[config.mk]
export PLATFORM = sky130hd
export DESIGN_NAME = fcsi_host
export DESIGN_NICKNAME = d
export VERILOG_FILES = /design/src/hdl/fcsi_pkg.sv /design/src/hdl/fcsi_host.sv
export VERILOG_INCLUDE_DIRS = /design/src /design/src/hdl
export SDC_FILE = /design/constraint.sdc
export NUM_CORES = 1
export LEC_CHECK = 0
export BUFFER_PORTS_ARGS = -buffer_cell sky130_fd_sc_hd__buf_4
export CORE_ASPECT_RATIO = 0.9
export CORE_MARGIN = 2
export CORE_UTILIZATION = 50
export DETAILED_ROUTE_END_ITERATION = 7
export GPL_TIMING_DRIVEN = 0
export PLACE_DENSITY = 0.69
export SYNTH_ARGS = -nofsm -noshare
export SYNTH_HDL_FRONTEND = slang
export SYNTH_SLANG_ARGS = --single-unit
[constraint.sdc]
create_clock -name clock -period 5.8 [get_ports clock]
set_input_delay 1.74 -clock clock [delete_from_list [all_inputs] [get_ports clock]]
set_output_delay 1.74 -clock clock [all_outputs]
set_load 0.02 [all_outputs]
[src/hdl/fcsi_consts.svh]
// Constants of the flash command and status host controller
// Operation
// - Erase timer low allows more blocks; high allows only erase suspend.
// - Unlock is AAh to 555h then 55h to 2AAh, address bits 0 to 11.
// - After read/reset from erase mode the host waits 10 us before reading.
// - Unlock then 90h at 555h enters identification mode.
// - Byte program is unlock, A0h at 555h, then address and data.
`ifndef FCSI_CONSTS_SVH
`define FCSI_CONSTS_SVH
`define FCSI_UNLOCK1_ADDR 12'h0555
`define FCSI_UNLOCK2_ADDR 12'h02AA
`define FCSI_UNLOCK1_DATA 8'hAA
`define FCSI_UNLOCK2_DATA 8'h55
`define FCSI_CMD_RESET 8'hF0
`define FCSI_CMD_IDENT 8'h90
`define FCSI_CMD_PROGRAM 8'hA0
`define FCSI_CMD_SUSPEND 8'hB0
`define FCSI_BIT_POLL 7
`define FCSI_BIT_TOGGLE 6
`define FCSI_BIT_ERROR 5
`define FCSI_BIT_TIMER 3
`define FCSI_BIT_EBTOG 2
`define FCSI_REG_CTRL 4'h0
`define FCSI_REG_ADDR 4'h1
`define FCSI_REG_DATA 4'h2
`define FCSI_REG_STAT 4'h3
`define FCSI_REG_RDATA 4'h4
`define FCSI_ADDR_W 20
// Ctrl opcodes written to the control register
`define FCSI_OP_READ 3'h1
`define FCSI_OP_RESET 3'h2
`define FCSI_OP_IDENT 3'h3
`define FCSI_OP_PROG 3'h4
`define FCSI_OP_SUSP 3'h5
// Pin phase lengths in clocks at 5 ns: setup 20 ns, strobe 50 ns, hold 20 ns, read 100 ns
`define FCSI_T_SETUP_NS 20
`define FCSI_T_STROBE_NS 50
`define FCSI_T_READ_NS 100
`define FCSI_CLK_NS 5
`define FCSI_CYC(ns) (((ns) + `FCSI_CLK_NS - 1) / `FCSI_CLK_NS)
`define FCSI_T_WAIT_US 10
`define FCSI_WAIT_CYC (`FCSI_T_WAIT_US * 1000 / `FCSI_CLK_NS)
`endif

[src/hdl/fcsi_pkg.sv]
// Types of the flash command and status host controller
package fcsi_pkg;
    typedef struct packed {
        logic [19:0] addr;
        logic [7:0] data;
    } fcsi_cycle_t;
    typedef struct packed {
        logic chip_en_n;
        logic out_en_n;
        logic wr_en_n;
    } fcsi_strobes_t;
    typedef enum logic [3:0] {
        FCSI_IDLE, FCSI_WSETUP, FCSI_WSTROBE, FCSI_WHOLD, FCSI_NEXT,
        FCSI_RSETUP, FCSI_RWAIT, FCSI_RDONE, FCSI_SETTLE
    } fcsi_state_t;
endpackage

[src/hdl/fcsi_host.sv]
// Host controller issuing command cycles and reading status of a byte-wide flash
//
// Decided for this implementation: the placing of the registers and the plain strobed port.
`timescale 1ns/1ps
`include "fcsi_consts.svh"
module fcsi_host import fcsi_pkg::*; #(
    parameter int WAIT_CYC = `FCSI_WAIT_CYC
) (
    input wire logic clock,
    input wire logic reset_n,
    input wire logic clk_en,
    input wire logic [3:0] reg_addr,
    input wire logic [31:0] reg_wdata,
    input wire logic reg_wr,
    input wire logic reg_rd,
    output logic [31:0] reg_rdata,
    output logic [19:0] flash_addr,
    output logic [7:0] flash_dq_out,
    output logic flash_dq_oe_n,
    input wire logic [7:0] flash_dq_in,
    output logic flash_chip_en_n,
    output logic flash_out_en_n,
    output logic flash_wr_en_n
);
    localparam int SETUP_CYC = `FCSI_CYC(`FCSI_T_SETUP_NS);
    localparam int STROBE_CYC = `FCSI_CYC(`FCSI_T_STROBE_NS);
    localparam int READ_CYC = `FCSI_CYC(`FCSI_T_READ_NS);

    fcsi_state_t state_r;
    fcsi_cycle_t seq_r [0:3];
    fcsi_cycle_t cur_r;
    fcsi_strobes_t strb_r;
    logic [2:0] seq_len_r;
    logic [2:0] seq_idx_r;
    logic [19:0] tgt_addr_r;
    logic [7:0] tgt_data_r;
    logic [7:0] rd_byte_r;
    logic [7:0] prev_byte_r;
    logic [31:0] cnt_r;
    logic busy_r;
    logic in_erase_r;
    logic rd_after_r;
    logic [7:0] dq_s1_r, dq_s2_r, dq_s3_r;
    logic dq_oe_n_r;

    // One command write cycle: 12-bit address zero-extended, with its data byte
    function automatic fcsi_cycle_t wcyc(input logic [11:0] a, input logic [7:0] d);
        fcsi_cycle_t c;
        c.addr = {8'h00, a};
        c.data = d;
        return c;
    endfunction

    // Bit differs between two reads: this is how toggle polling is judged
    function automatic logic flips(input logic [7:0] a, input logic [7:0] b, input int bitn);
        return a[bitn] ^ b[bitn];
    endfunction

    // Three-stage data sampler; only stage 2 and 3 are used by logic
    always_ff @(posedge clock) begin
        if (!reset_n) begin
            dq_s1_r <= 8'h00;
            dq_s2_r <= 8'h00;
            dq_s3_r <= 8'h00;
        end else if (clk_en) begin
            dq_s1_r <= flash_dq_in;
            dq_s2_r <= dq_s1_r;
            dq_s3_r <= dq_s2_r;
        end
    end

    // Command sequencer: builds the write cycles then walks the pins
    always_ff @(posedge clock) begin
        if (!reset_n) begin
            state_r <= FCSI_IDLE;
            seq_len_r <= 3'h0;
            seq_idx_r <= 3'h0;
            cnt_r <= 32'h0000_0000;
            busy_r <= 1'b0;
            in_erase_r <= 1'b0;
            rd_after_r <= 1'b0;
            rd_byte_r <= 8'h00;
            prev_byte_r <= 8'h00;
            tgt_addr_r <= 20'h0_0000;
            tgt_data_r <= 8'h00;
            for (int i = 0; i < 4; i++) begin
                seq_r[i] <= '0;
            end
        end else if (clk_en) begin
            unique case (state_r)
                FCSI_IDLE: begin
                    if (reg_wr && reg_addr == `FCSI_REG_ADDR) begin
                        tgt_addr_r <= reg_wdata[19:0];
                    end
                    if (reg_wr && reg_addr == `FCSI_REG_DATA) begin
                        tgt_data_r <= reg_wdata[7:0];
                    end
                    if (reg_wr && reg_addr == `FCSI_REG_CTRL) begin
                        busy_r <= 1'b1;
                        seq_idx_r <= 3'h0;
                        rd_after_r <= 1'b0;
                        state_r <= FCSI_NEXT;
                        unique case (reg_wdata[2:0])
                            `FCSI_OP_READ: begin
                                seq_len_r <= 3'h0;
                                state_r <= FCSI_RSETUP;
                            end
                            `FCSI_OP_RESET: begin
                                // Erase mode ignores reset; settle time still spent
                                seq_r[0] <= wcyc(12'h000, `FCSI_CMD_RESET);
                                seq_len_r <= 3'h1;
                            end
                            `FCSI_OP_IDENT: begin
                                seq_r[0] <= wcyc(`FCSI_UNLOCK1_ADDR, `FCSI_UNLOCK1_DATA);
                                seq_r[1] <= wcyc(`FCSI_UNLOCK2_ADDR, `FCSI_UNLOCK2_DATA);
                                seq_r[2] <= wcyc(`FCSI_UNLOCK1_ADDR, `FCSI_CMD_IDENT);
                                seq_len_r <= 3'h3;
                                rd_after_r <= 1'b1;
                            end
                            `FCSI_OP_PROG: begin
                                seq_r[0] <= wcyc(`FCSI_UNLOCK1_ADDR, `FCSI_UNLOCK1_DATA);
                                seq_r[1] <= wcyc(`FCSI_UNLOCK2_ADDR, `FCSI_UNLOCK2_DATA);
                                seq_r[2] <= wcyc(`FCSI_UNLOCK1_ADDR, `FCSI_CMD_PROGRAM);
                                seq_r[3] <= '{addr: tgt_addr_r, data: tgt_data_r};
                                seq_len_r <= 3'h4;
                            end
                            `FCSI_OP_SUSP: begin
                                // Only command the device takes once erase has begun
                                seq_r[0] <= wcyc(12'h000, `FCSI_CMD_SUSPEND);
                                seq_len_r <= 3'h1;
                                in_erase_r <= 1'b1;
                            end
                            default: begin
                                busy_r <= 1'b0;
                                state_r <= FCSI_IDLE;
                            end
                        endcase
                    end
                end
                FCSI_NEXT: begin
                    cnt_r <= 32'h0000_0000;
                    if (seq_idx_r == seq_len_r) begin
                        if (seq_r[0].data == `FCSI_CMD_RESET && seq_len_r == 3'h1 && in_erase_r) begin
                            state_r <= FCSI_SETTLE;
                        end else if (rd_after_r) begin
                            state_r <= FCSI_RSETUP;
                        end else begin
                            busy_r <= 1'b0;
                            state_r <= FCSI_IDLE;
                        end
                    end else begin
                        cur_r <= seq_r[seq_idx_r[1:0]];
                        state_r <= FCSI_WSETUP;
                    end
                end
                FCSI_WSETUP: begin
                    // Address settles before the falling strobe latches it
                    cnt_r <= cnt_r + 32'h0000_0001;
                    if (cnt_r == 32'(SETUP_CYC - 1)) begin
                        cnt_r <= 32'h0000_0000;
                        state_r <= FCSI_WSTROBE;
                    end
                end
                FCSI_WSTROBE: begin
                    cnt_r <= cnt_r + 32'h0000_0001;
                    if (cnt_r == 32'(STROBE_CYC - 1)) begin
                        cnt_r <= 32'h0000_0000;
                        state_r <= FCSI_WHOLD;
                    end
                end
                FCSI_WHOLD: begin
                    cnt_r <= cnt_r + 32'h0000_0001;
                    if (cnt_r == 32'(SETUP_CYC - 1)) begin
                        seq_idx_r <= seq_idx_r + 3'h1;
                        state_r <= FCSI_NEXT;
                    end
                end
                FCSI_RSETUP: begin
                    cnt_r <= 32'h0000_0000;
                    state_r <= FCSI_RWAIT;
                end
                FCSI_RWAIT: begin
                    // Wait access time plus sampler depth before taking the byte
                    cnt_r <= cnt_r + 32'h0000_0001;
                    if (cnt_r == 32'(READ_CYC + 2)) begin
                        state_r <= FCSI_RDONE;
                    end
                end
                FCSI_RDONE: begin
                    if (dq_s2_r == dq_s3_r) begin
                        prev_byte_r <= rd_byte_r;
                        rd_byte_r <= dq_s3_r;
                        busy_r <= 1'b0;
                        state_r <= FCSI_IDLE;
                    end
                end
                FCSI_SETTLE: begin
                    cnt_r <= cnt_r + 32'h0000_0001;
                    if (cnt_r == 32'(WAIT_CYC - 1)) begin
                        in_erase_r <= 1'b0;
                        busy_r <= 1'b0;
                        state_r <= FCSI_IDLE;
                    end
                end
                default: state_r <= FCSI_IDLE;
            endcase
        end
    end

    // Pin drive: strobes low only in their phase, data driven only on writes
    always_ff @(posedge clock) begin
        if (!reset_n) begin
            flash_addr <= 20'h0_0000;
            flash_dq_out <= 8'h00;
            dq_oe_n_r <= 1'b1;
            strb_r <= '{chip_en_n: 1'b1, out_en_n: 1'b1, wr_en_n: 1'b1};
        end else if (clk_en) begin
            strb_r <= '{chip_en_n: 1'b1, out_en_n: 1'b1, wr_en_n: 1'b1};
            dq_oe_n_r <= 1'b1;
            if (state_r == FCSI_WSETUP || state_r == FCSI_WSTROBE || state_r == FCSI_WHOLD) begin
                flash_addr <= cur_r.addr;
                flash_dq_out <= cur_r.data;
                dq_oe_n_r <= 1'b0;
                strb_r.chip_en_n <= 1'b0;
                strb_r.wr_en_n <= (state_r != FCSI_WSETUP || cnt_r != 32'(SETUP_CYC - 1)) &&
                                  (state_r != FCSI_WSTROBE || cnt_r == 32'(STROBE_CYC - 1));
            end else if (state_r == FCSI_RSETUP || state_r == FCSI_RWAIT) begin
                flash_addr <= tgt_addr_r;
                strb_r.chip_en_n <= 1'b0;
                strb_r.out_en_n <= 1'b0;
            end
        end
    end
    assign flash_chip_en_n = strb_r.chip_en_n;
    assign flash_out_en_n = strb_r.out_en_n;
    assign flash_wr_en_n = strb_r.wr_en_n;
    assign flash_dq_oe_n = dq_oe_n_r;

    // Register read port; status decode uses last two reads for toggle bits
    always_ff @(posedge clock) begin
        if (!reset_n) begin
            reg_rdata <= 32'h0000_0000;
        end else if (clk_en) begin
            reg_rdata <= 32'h0000_0000;
            if (reg_rd) begin
                unique case (reg_addr)
                    `FCSI_REG_ADDR: reg_rdata <= {12'h000, tgt_addr_r};
                    `FCSI_REG_DATA: reg_rdata <= {24'h00_0000, tgt_data_r};
                    `FCSI_REG_RDATA: reg_rdata <= {24'h00_0000, rd_byte_r};
                    `FCSI_REG_STAT: reg_rdata <= {22'h00_0000, in_erase_r, busy_r,
                        flips(rd_byte_r, prev_byte_r, `FCSI_BIT_TOGGLE),
                        flips(rd_byte_r, prev_byte_r, `FCSI_BIT_EBTOG),
                        rd_byte_r[`FCSI_BIT_ERROR],
                        rd_byte_r[`FCSI_BIT_POLL],
                        rd_byte_r[`FCSI_BIT_TIMER],
                        rd_byte_r[`FCSI_BIT_EBTOG],
                        1'b0, 1'b0};
                    default: reg_rdata <= 32'h0000_0000;
                endcase
            end
        end
    end
endmodule

After elaboration in Yosys (flattened, before gate mapping)
Memories as Yosys holds them, arrays and structs flattened. A register that Yosys moved wholly into a read port is not among the register bits.
Index checks and enable logic that the tools add are counted.
W data, S select, Z words.
{ "totals": {"register_bits": 176, "latch_bits": 0, "ramBits": 112, "romBits": 0, "output_inout_bits": 64, "n_memories": 1} }
{ "classes": {"n_addsub": 2, "mul": 0, "div": 0, "magnitude_cmp": 0, "n_eq_ne": 39, "shift": 0, "n_mux": 73, "bitwise_logic": 12, "reduce_logical": 37} }
{ "mem_list": {"columns": ["memory", "words", "word_bits", "read_ports", "rd_ports_with_merged_regs", "write_ports", "line", "source"], "rows": [
  ["seq_r", 4, 28, 2, 1, 4, "fcsi_host.sv:30", "fcsi_cycle_t seq_r [0:3];"]
]} }
{ "op_table": {"columns": ["operator", "n"], "rows": [
  ["$mux W28", 9],
  ["$pmux W32 S4", 1],
  ["$pmux W20 S4", 1],
  ["$mux W32", 2],
  ["$mux W20", 3],
  ["$mux W1", 38],
  ["$mux W4", 9],
  ["$pmux W4 S9", 1],
  ["$add A32 B1 Y32 const B", 1],
  ["$eq A32 B11 Y1 const B", 1],
  ["$eq A32 B2 Y1 const B", 1],
  ["$eq A32 B4 Y1 const B", 1],
  ["$eq A32 B5 Y1 const B", 1],
  ["$ne A32 B2 Y1 const B", 1],
  ["$eq A4 B3 Y1 const B", 5],
  ["$ne A2 B2 Y1 const B", 9],
  ["$eq A4 B2 Y1 const B", 4],
  ["$reduce_and A8 Y1", 2],
  ["$pmux W3 S2", 2],
  ["$pmux W3 S4", 1],
  ["$reduce_and A3 Y1", 4],
  ["$reduce_and A4 Y1", 3],
  ["$reduce_bool A4 Y1", 3],
  ["$mux W3", 3],
  ["other kinds (28)", 57]
]} }

Longest topological paths before layout
Gate-level depths: netlist of run 1.
{ "depth": {"depth_word": 11, "ltp_mapped": 9} }

Least setup slack after synthesis of run 1
Ideal clock, no wire load.
{ "synth_path": {"path_type": "input -> register", "startpoint": "input port reg_addr[3]", "endpoint": "memory seq_r[3][0] (netlist bit) (enable)", "setup_ns": 0.452, "arrival_ns": 4.647, "path_slack_ns": 0.701, "path_stages": 5, "cell_sequence": "clkbuf_1 -> nor4_1 -> nand3_1 -> clkbuf_1 -> o21ai_0"} }
{ "synth_lines": {"columns": ["element", "line", "source"], "rows": [
  ["start, declared", "fcsi_host.sv:12", "input wire logic [3:0] reg_addr,"],
  ["end, declared", "fcsi_host.sv:30", null]
]} }

Worst setup path after layout of run 1
{ "layout_path": {"startpoint": "input port clk_en", "endpoint": "register cur_r[21] (netlist bit) (enable)"} }
{ "layout_via": {"elab_chain_len": 1} }
{ "layout_rtl": {"columns": ["element", "line", "source"], "rows": [
  ["start, declared", "fcsi_host.sv:11", "input wire logic clk_en,"],
  ["$reduce_and A4 Y1 (no source line)", null, null],
  ["end signal, assigned", "fcsi_host.sv:152", "cur_r <= seq_r[seq_idx_r[1:0]];"],
  ["end, declared", "fcsi_host.sv:31", "fcsi_cycle_t cur_r;"]
]} }
Every way passes these cells.
A chain may end at the register's enable or synchronous reset.

==> impl_metrics.py, run 1 <==
metrics = {
    "setup_path": {
        "cpMostUsedCell": "clkbuf_1",
        "cp_max_fo": 28,
        "crit_slowest_cell": "and3_1",
        "max_stage_delay_ns": 1.08,
        "reg2reg_from": "state_r[1]",
        "path_class": "in -> reg",
        "crit_family": "buffers and inverters",
        "reg2reg_to": "seq_r[3][22]",
        "r2r_slack_ns": 3.00,
        "cp.arrival_ns": 4.04,
        "required_ns": 5.94,
        "end_kind": "flop",
        "start_kind": "input pin",
        "r2r_cells": 7,
        "crit_buf_inv": 3,
        "path_cells": "buf_4 -> clkbuf_1 -> clkbuf_1 -> and3_1",
    },
    "routing": {
        "drt_iter0_markers": 778,
        "drc": 0,
        "dr_total_vias": 8450,
        "routed_wl_um": 26700,
        "avgRoutedWirePerCell_um": 17.1,
        "first_pass_iters": 7,
        "vias_per_cell": 5.43,
        "drtAntennaViolNets": 0,
    },
    "sta": {
        "max_slew_margin": 0.183,
        "fin_skew_ns": 0.0183,
        "finalHoldViolations": 0,
        "setup_viol": 0,
        "rsz0062_at_grt": "false",
        "fmaxAchievable_ghz": 0.256,
        "post-route-period-util": 0.674,
        "worstMarginPinSlew_ns": 1.23,
        "setup_tns_ns": 0,
        "report.final.slew_viol_count": 0,
        "fin_crit_ns": 3.91,
    },
    "floorplan": {
        "fp.coreArea_um2": 21500,
        "start_util": 0.505,
        "die_h_um": 144,
        "rows": 51,
        "io_pins": 113,
        "die_w_um": 159,
        "die_area_um2": 22900,
    },
    "run": {
        "cap_violations": 0,
    },
    "synthesis": {
        "ys.warnings.count": 0,
        "yosys-top-cells-area": "dfxtp_1, edfxtp_1, nand2_1",
        "synth-seq-cells": 247,
        "netlist_instances": 1105,
        "syn_area_per_cell_um2": 9.83,
        "synth-async-reset-ratio": 0,
        "yosysUniqueCellTypes": 75,
        "synth-edff-count": 85,
        "yosysTopAreaCellShare": 0.298,
        "yosys_most_used_dff": "dfxtp_1",
        "synth_area_um2": 10900,
        "ys_seq_area_frac": 0.533,
        "yosysTopAreaCell": "dfxtp_1",
    },
    "layout": {
        "fin_nets": 1299,
        "filler_cell_count": 1886,
        "regArea_um2": 5800,
        "syn_to_final_growth_pct": 18.6,
        "final_util": 0.599,
        "drive_above_1_share": 0.142,
        "design_area_um2": 12900,
        "antennaDiodeCount": 0,
        "multi_input_area_um2": 4700,
    },
    "clocking": {
        "cts_resized": 0,
        "postCtsSetupBuffers": 0,
        "postCtsHoldBufs": 0,
        "cts_sinks": 247,
        "cts.path.max_buffers": 3,
        "cts_tree": "done",
        "cts_buffers": 25,
        "clk_pin_slew_ns": 0.06,
        "root_buffer": "clkbuf_16",
        "worstSkewPairLatency_ns": 0.54,
        "h-tree-depth": 1,
    },
    "power_and_ir_drop": {
        "ir_drop_mv": 0.191,
        "cellLeakagePower_uw": 0.00484,
        "powerDensity_nw_per_um2": 284,
    },
    "worst_hold_path": {
        "min_from": "flash_out_en_n",
        "hold_end": "flash_out_en_n",
        "min-delay-path-class": "reg -> reg",
        "whs_path_depth": 2,
    },
    "global_routing": {
        "grt-ovfl-total": 0,
        "grt_max_degree": 29,
        "antenna_found_initial": 0,
        "grt_pass1_wl_um": 42300,
        "grt_pass1_vias": 7845,
        "grt_util_all_layers": 0.231,
    },
    "placement": {
        "dp.final_hpwl_um": 19400,
        "port_buffers": 85,
        "dpl_cell_area_um2": 12000,
        "place_congestion": 0.894,
    },
    "outcome": {
        "status": "completed",
    },
}
-- Yosys cell counts (3+ instances only) --
cell type    n
dfxtp_1    162
nand2_1    130
nor2_1     115
edfxtp_1    85
a21oi_1     64
clkbuf_1    61
nand3_1     48
mux2i_1     47
and2_1      46
nor3_1      41
xor2_1      32
o21ai_0     30
a22o_1      20
a311oi_1    20
nor2b_1     18
inv_1       17
xnor2_1     15
buf_4       13
o22ai_1     13
and3_1      11
a22oi_1      8
nand4_1      8
nor4_1       7
or3_1        5
buf_6        4
ha_1         4
nand2b_1     4
nor3b_1      4
o21a_1       4
a221oi_1     3
a222oi_1     3
and2_2       3
and4_2       3
nor4_4       3
o211ai_1     3
-- layer usage --
layer  wire length, um  vias to the layer above  GRT usage
met5                 0                        -          0
met4               681                        0     0.0641
met3              1780                       52     0.0358
met2             11600                      291      0.362
met1             12700                     3950      0.333
li1                  -                     4157          -
-- cell usage in the layout (no fill, tap or decap), types with 4 or more instances in the layout --
| master | instances |
|---|---|
| nor4_1 | 7 |
| clkbuf_16 | 25 |
| buf_4 | 98 |
| clkbuf_8 | 6 |
| a22o_1 | 20 |
| clkinv_2 | 4 |
| a311oi_1 | 20 |
| clkbuf_1 | 65 |
| o21ai_0 | 28 |
| buf_6 | 4 |
| nand2_1 | 130 |
| nor3_1 | 41 |
| and2_1 | 46 |
| nor2_1 | 115 |
| a21oi_1 | 64 |
| mux2i_1 | 47 |
| edfxtp_1 | 85 |
| ha_1 | 4 |
| o22ai_1 | 13 |
| xor2_1 | 32 |
| nand4_1 | 8 |
| inv_1 | 17 |
| dfxtp_1 | 162 |
| nand2b_1 | 4 |
| xnor2_1 | 15 |
| conb_1 | 28 |
| nor3b_1 | 4 |
| nor2b_1 | 18 |
| and3_1 | 11 |
| or3_1 | 5 |
| o21a_1 | 4 |
| nand3_1 | 48 |
| a22oi_1 | 8 |
-- power by group --
group | leakage [uW] | switching, uW | internal (uW)
logic | 0.00227 | 99.4 | 57.5
registers | 0.00215 | 14.3 | 1810
clock network | 0.000421 | 684 | 999
-- worst register-to-register path: stages (launching register included) --
cell and delay (ns):
dfxtp_1 0.30, buf_2 0.16, clkbuf_1 0.23, nor2_1 0.37
nand3_1 0.14, clkbuf_1 0.27, o21ai_2 0.79, buf_8 0.25
-- logic make-up (layout without fill, tap and decap cells) --
| family | Yosys count | in the layout | share of synthesized area |
|---|---|---|---|
| AND/OR/NAND/NOR | 470 | 470 | 0.219 |
| flip-flops | 247 | 247 | 0.533 |
| AO/OA/AOI/OAI | 186 | 186 | 0.115 |
| buffers and inverters | 102 | 235 | 0.0441 |
| multiplexers | 48 | 48 | 0.0454 |
| XOR/XNOR | 47 | 47 | 0.0379 |
| adder cells (fa/ha/maj) | 4 | 4 | 0.00461 |
| other | 1 | 28 | 0.000345 |
-- worst max-delay path by stage --
stage                      startpoint           end  slack, ns  depth (start not counted)
after floorplan           reg_addr[3]   seq_r[3][0]       0.70                          5
after global placement    reg_addr[3]  seq_r[0][21]      -0.73                          5
after detailed placement       clk_en     cur_r[22]       1.32                          4
after CTS                      clk_en     cur_r[22]       1.86                          4
after global routing           clk_en     cur_r[22]       1.70                          4
final                          clk_en     cur_r[21]       1.89                          4
-- per-stage QoR --
stage / setup WS [ns] / power (uW) / std cells / hold slack, ns
3_3_place_gp: -0.729 / 2020 / 1508 / 0.446
6_report: 1.89 / 3670 / 1556 / 0.483
2_1_floorplan: 0.701 / 1960 / 1132 / 0.418
4_1_cts: 1.86 / 3690 / 1556 / 0.482
5_1_grt: 1.70 / 3770 / 1556 / 0.508
3_5_place_dp: 1.32 / 2020 / 1510 / 0.457
-- layout make-up --
type                    instances  share of cell area
plain buffers                  84              0.0319
clock buffers                  34              0.0550
clock inverters                12              0.0125
inverters                      18             0.00524
multi-input cells             783               0.365
flip-flops and latches        247               0.450
well taps                     291              0.0282
repair buffers                 87              0.0528
-- state kept, by name (all words and copies together), names as in the netlist, 2 cells and up --
register	flops
seq_r	60
cnt_r	32
cur_r	28
flash_addr	20
reg_rdata	20
tgt_addr_r	20
dq_s1_r	8
dq_s2_r	8
dq_s3_r	8
flash_dq_out	8
rd_byte_r	8
tgt_data_r	8
state_r	4
seq_idx_r	3
seq_len_r	3
prev_byte_r	2
Power figures use the tool's default switching activity.
==> run 2, diff against run 1 <==
--- a/config.mk
+++ b/config.mk
@@ -6,13 +6,14 @@
 export SDC_FILE = /design/constraint.sdc
 export NUM_CORES = 1
 export LEC_CHECK = 0
+export ABC_AREA = 1
 export BUFFER_PORTS_ARGS = -buffer_cell sky130_fd_sc_hd__buf_4
 export CORE_ASPECT_RATIO = 0.9
 export CORE_MARGIN = 2
 export CORE_UTILIZATION = 50
 export DETAILED_ROUTE_END_ITERATION = 7
 export GPL_TIMING_DRIVEN = 0
-export PLACE_DENSITY = 0.69
+export PLACE_DENSITY = 0.72
 export SYNTH_ARGS = -nofsm -noshare
 export SYNTH_HDL_FRONTEND = slang
 export SYNTH_SLANG_ARGS = --single-unit
==> constraint.sdc (replaced) <==
create_clock -name clock -period 3.55 [get_ports clock]
set_input_delay 1.065 -clock clock [delete_from_list [all_inputs] [get_ports clock]]
set_output_delay 1.065 -clock clock [all_outputs]
set_load 0.02 [all_outputs]
==> impl_metrics.py, run 2 <==
metrics = {
    "outcome": {
        "status": "completed",
    },
    "global_routing": {
        "antenna_found_initial": 1,
        "grt_pass1_wl_um": 45100,
        "grt_max_degree": 30,
        "grt_pass1_vias": 8624,
        "grt-ovfl-total": 0,
        "grt_util_all_layers": 0.247,
    },
    "clocking": {
        "cts_resized": 0,
        "cts_tree": "done",
        "cts_sinks": 247,
        "clk_pin_slew_ns": 0.06,
        "postCtsSetupBuffers": 0,
        "h-tree-depth": 1,
        "cts_buffers": 26,
        "cts.path.max_buffers": 3,
        "worstSkewPairLatency_ns": 0.54,
        "root_buffer": "clkbuf_16",
        "postCtsHoldBufs": 0,
    },
    "sta": {
        "fin_crit_ns": 2.92,
        "rsz0062_at_grt": "false",
        "holdWs_ns": 0.464,
        "post-route-period-util": 0.823,
        "fmaxAchievable_ghz": 0.342,
        "finalHoldViolations": 0,
        "worstMarginPinSlew_ns": 1.37,
        "report.final.slew_viol_count": 0,
        "setup_viol": 0,
        "postLayoutSetupSlackWorst_ns": 0.627,
        "max_slew_margin": 0.0845,
        "fin_skew_ns": 0.0144,
    },
    "placement": {
        "dp.final_hpwl_um": 21000,
        "dpl_cell_area_um2": 12100,
        "preCtsSetupSlack_ns": 0.110,
        "place_congestion": 0.910,
        "port_buffers": 88,
    },
    "synthesis": {
        "ys.warnings.count": 0,
        "synthMostInstantiatedCell": "nand2_1",
        "yosys-top-cells-area": "dfxtp_1, edfxtp_1, nand2_1",
        "synth-edff-count": 85,
        "synth-async-reset-ratio": 0,
        "ys_seq_area_frac": 0.533,
        "synth_common_cells": "nand2_1, nor2_1, dfxtp_1",
        "synth-seq-cells": 247,
        "yosys_most_used_dff": "dfxtp_1",
        "yosysUniqueCellTypes": 45,
        "netlist_instances": 1342,
        "yosysTopAreaCellShare": 0.298,
        "synth_area_um2": 10900,
        "syn_area_per_cell_um2": 8.11,
        "yosysTopAreaCell": "dfxtp_1",
    },
    "run": {
        "cap_violations": 0,
    },
    "setup_path": {
        "path_class": "in -> reg",
        "cp_max_fo": 29,
        "cp.arrival_ns": 3.06,
        "reg2reg_from": "state_r[2]",
        "end_kind": "flop",
        "start_kind": "input pin",
        "startpoint": "reg_addr[3]",
        "required_ns": 3.69,
    },
    "power_and_ir_drop": {
        "cellLeakagePower_uw": 0.00515,
        "powerDensity_nw_per_um2": 601,
        "combPwrFrac": 0.216,
        "power_switching_uw": 2420,
        "p_seq_frac": 0.416,
        "ir_drop_mv": 0.368,
        "power_switching_share": 0.310,
        "p_clk_frac": 0.368,
        "power.internal_uw": 5380,
    },
    "layout": {
        "filler_cell_count": 1942,
        "syn_to_final_growth_pct": 19.2,
        "design_area_um2": 13000,
        "multi_input_area_um2": 4350,
        "regArea_um2": 5800,
        "fin_nets": 1539,
        "reg.largest.list": "seq_r (60), cnt_r (32), cur_r (28)",
        "largest_reg_flops": 60,
        "largest-register": "seq_r",
        "final_cell_mix": "nand2_1, nor2_1, dfxtp_1",
        "final_util": 0.603,
        "final_common_cell": "nand2_1",
        "drive_above_1_share": 0.131,
    },
    "worst_hold_path": {
        "min-delay-path-class": "reg -> reg",
        "min_from": "seq_r[2][16]",
    },
    "routing": {
        "drt_iter0_markers": 682,
        "drc": 0,
        "vias_per_cell": 5.32,
        "avgRoutedWirePerCell_um": 16.1,
        "drtAntennaViolNets": 0,
        "routed_wl_um": 28900,
        "first_pass_iters": 5,
        "dr_total_vias": 9564,
    },
    "floorplan": {
        "rows": 51,
        "io_pins": 113,
        "die_h_um": 144,
        "start_util": 0.506,
        "die_w_um": 160,
        "die_area_um2": 23000,
        "fp.coreArea_um2": 21500,
    },
}
run 2: cell count changes after synthesis, sizes merged, moves of 31 or more:
cell / delta
nand2: +187
a21oi: +34
o21ai: +80
mux2i: -47
and2: -49
nor2: +70
inv: +113
clkbuf: -31
run 2: path summary, 6_finish.rpt:
path,slack [ns],depth (start not counted),end
max,0.63,6,seq_r[3][17]
min,0.46,2,seq_r[2][16]
max reg2reg,1.03,5,seq_r[3][17]
min reg2reg,0.46,2,seq_r[2][16]
run 2: worst max-delay path: stages:
cell,delay [ns]
buf_4,0.11
nor2_1,0.21
nand3_1,0.26
nor3_4,0.28
nand2_1,0.11
nand2_1,1.01
run 2: layer usage:
layer | global-route usage | routed length [um] | vias up
met1 | 0.364 | 13500 | 4404
met2 | 0.368 | 12100 | 394
met5 | 0 | 0 | -
met3 | 0.0413 | 2550 | 61
li1 | - | - | 4705
met4 | 0.0813 | 775 | 0
run 2: cells by family (layout without fill, tap and decap cells):
group | after synthesis | count (layout) | share of synthesized area
flops | 247 | 247 | 0.533
simple gates | 603 | 603 | 0.230
other cells | 1 | 29 | 0.000345
xor+xnor | 17 | 17 | 0.0137
compound gates | 272 | 272 | 0.140
buf+inv | 198 | 335 | 0.0789
fa+ha+maj | 4 | 4 | 0.00460
run 2: power groups by stage:
stage	sequential, uW	combinational (uW)	clock (uW)
after floorplan	3360	1020	0
after global routing	3260	1850	2990
final	3240	1680	2870
after detailed placement	3300	1660	0
after global placement	3300	1630	0
after CTS	3240	1670	2890
run 2: layout make-up:
class | instances | share of cell area
clock buffer | 31 | 0.0548
antenna | 1 | 0.000193
inverter | 131 | 0.0379
buffer | 67 | 0.0283
timing repair buffer | 89 | 0.0531
tap | 291 | 0.0281
multi-input combinational | 924 | 0.335
clock inverter | 17 | 0.0154
sequential | 247 | 0.447
run 2: through the flow:
step / TNS [ns] / power (uW) / instances
3_5_place_dp: 0 / 4960 / 1749
6_report: 0 / 7790 / 1798
4_1_cts: 0 / 7800 / 1797
5_1_grt: 0 / 8110 / 1798
2_1_floorplan: 0 / 4380 / 1369
3_3_place_gp: -42.02 / 4920 / 1748
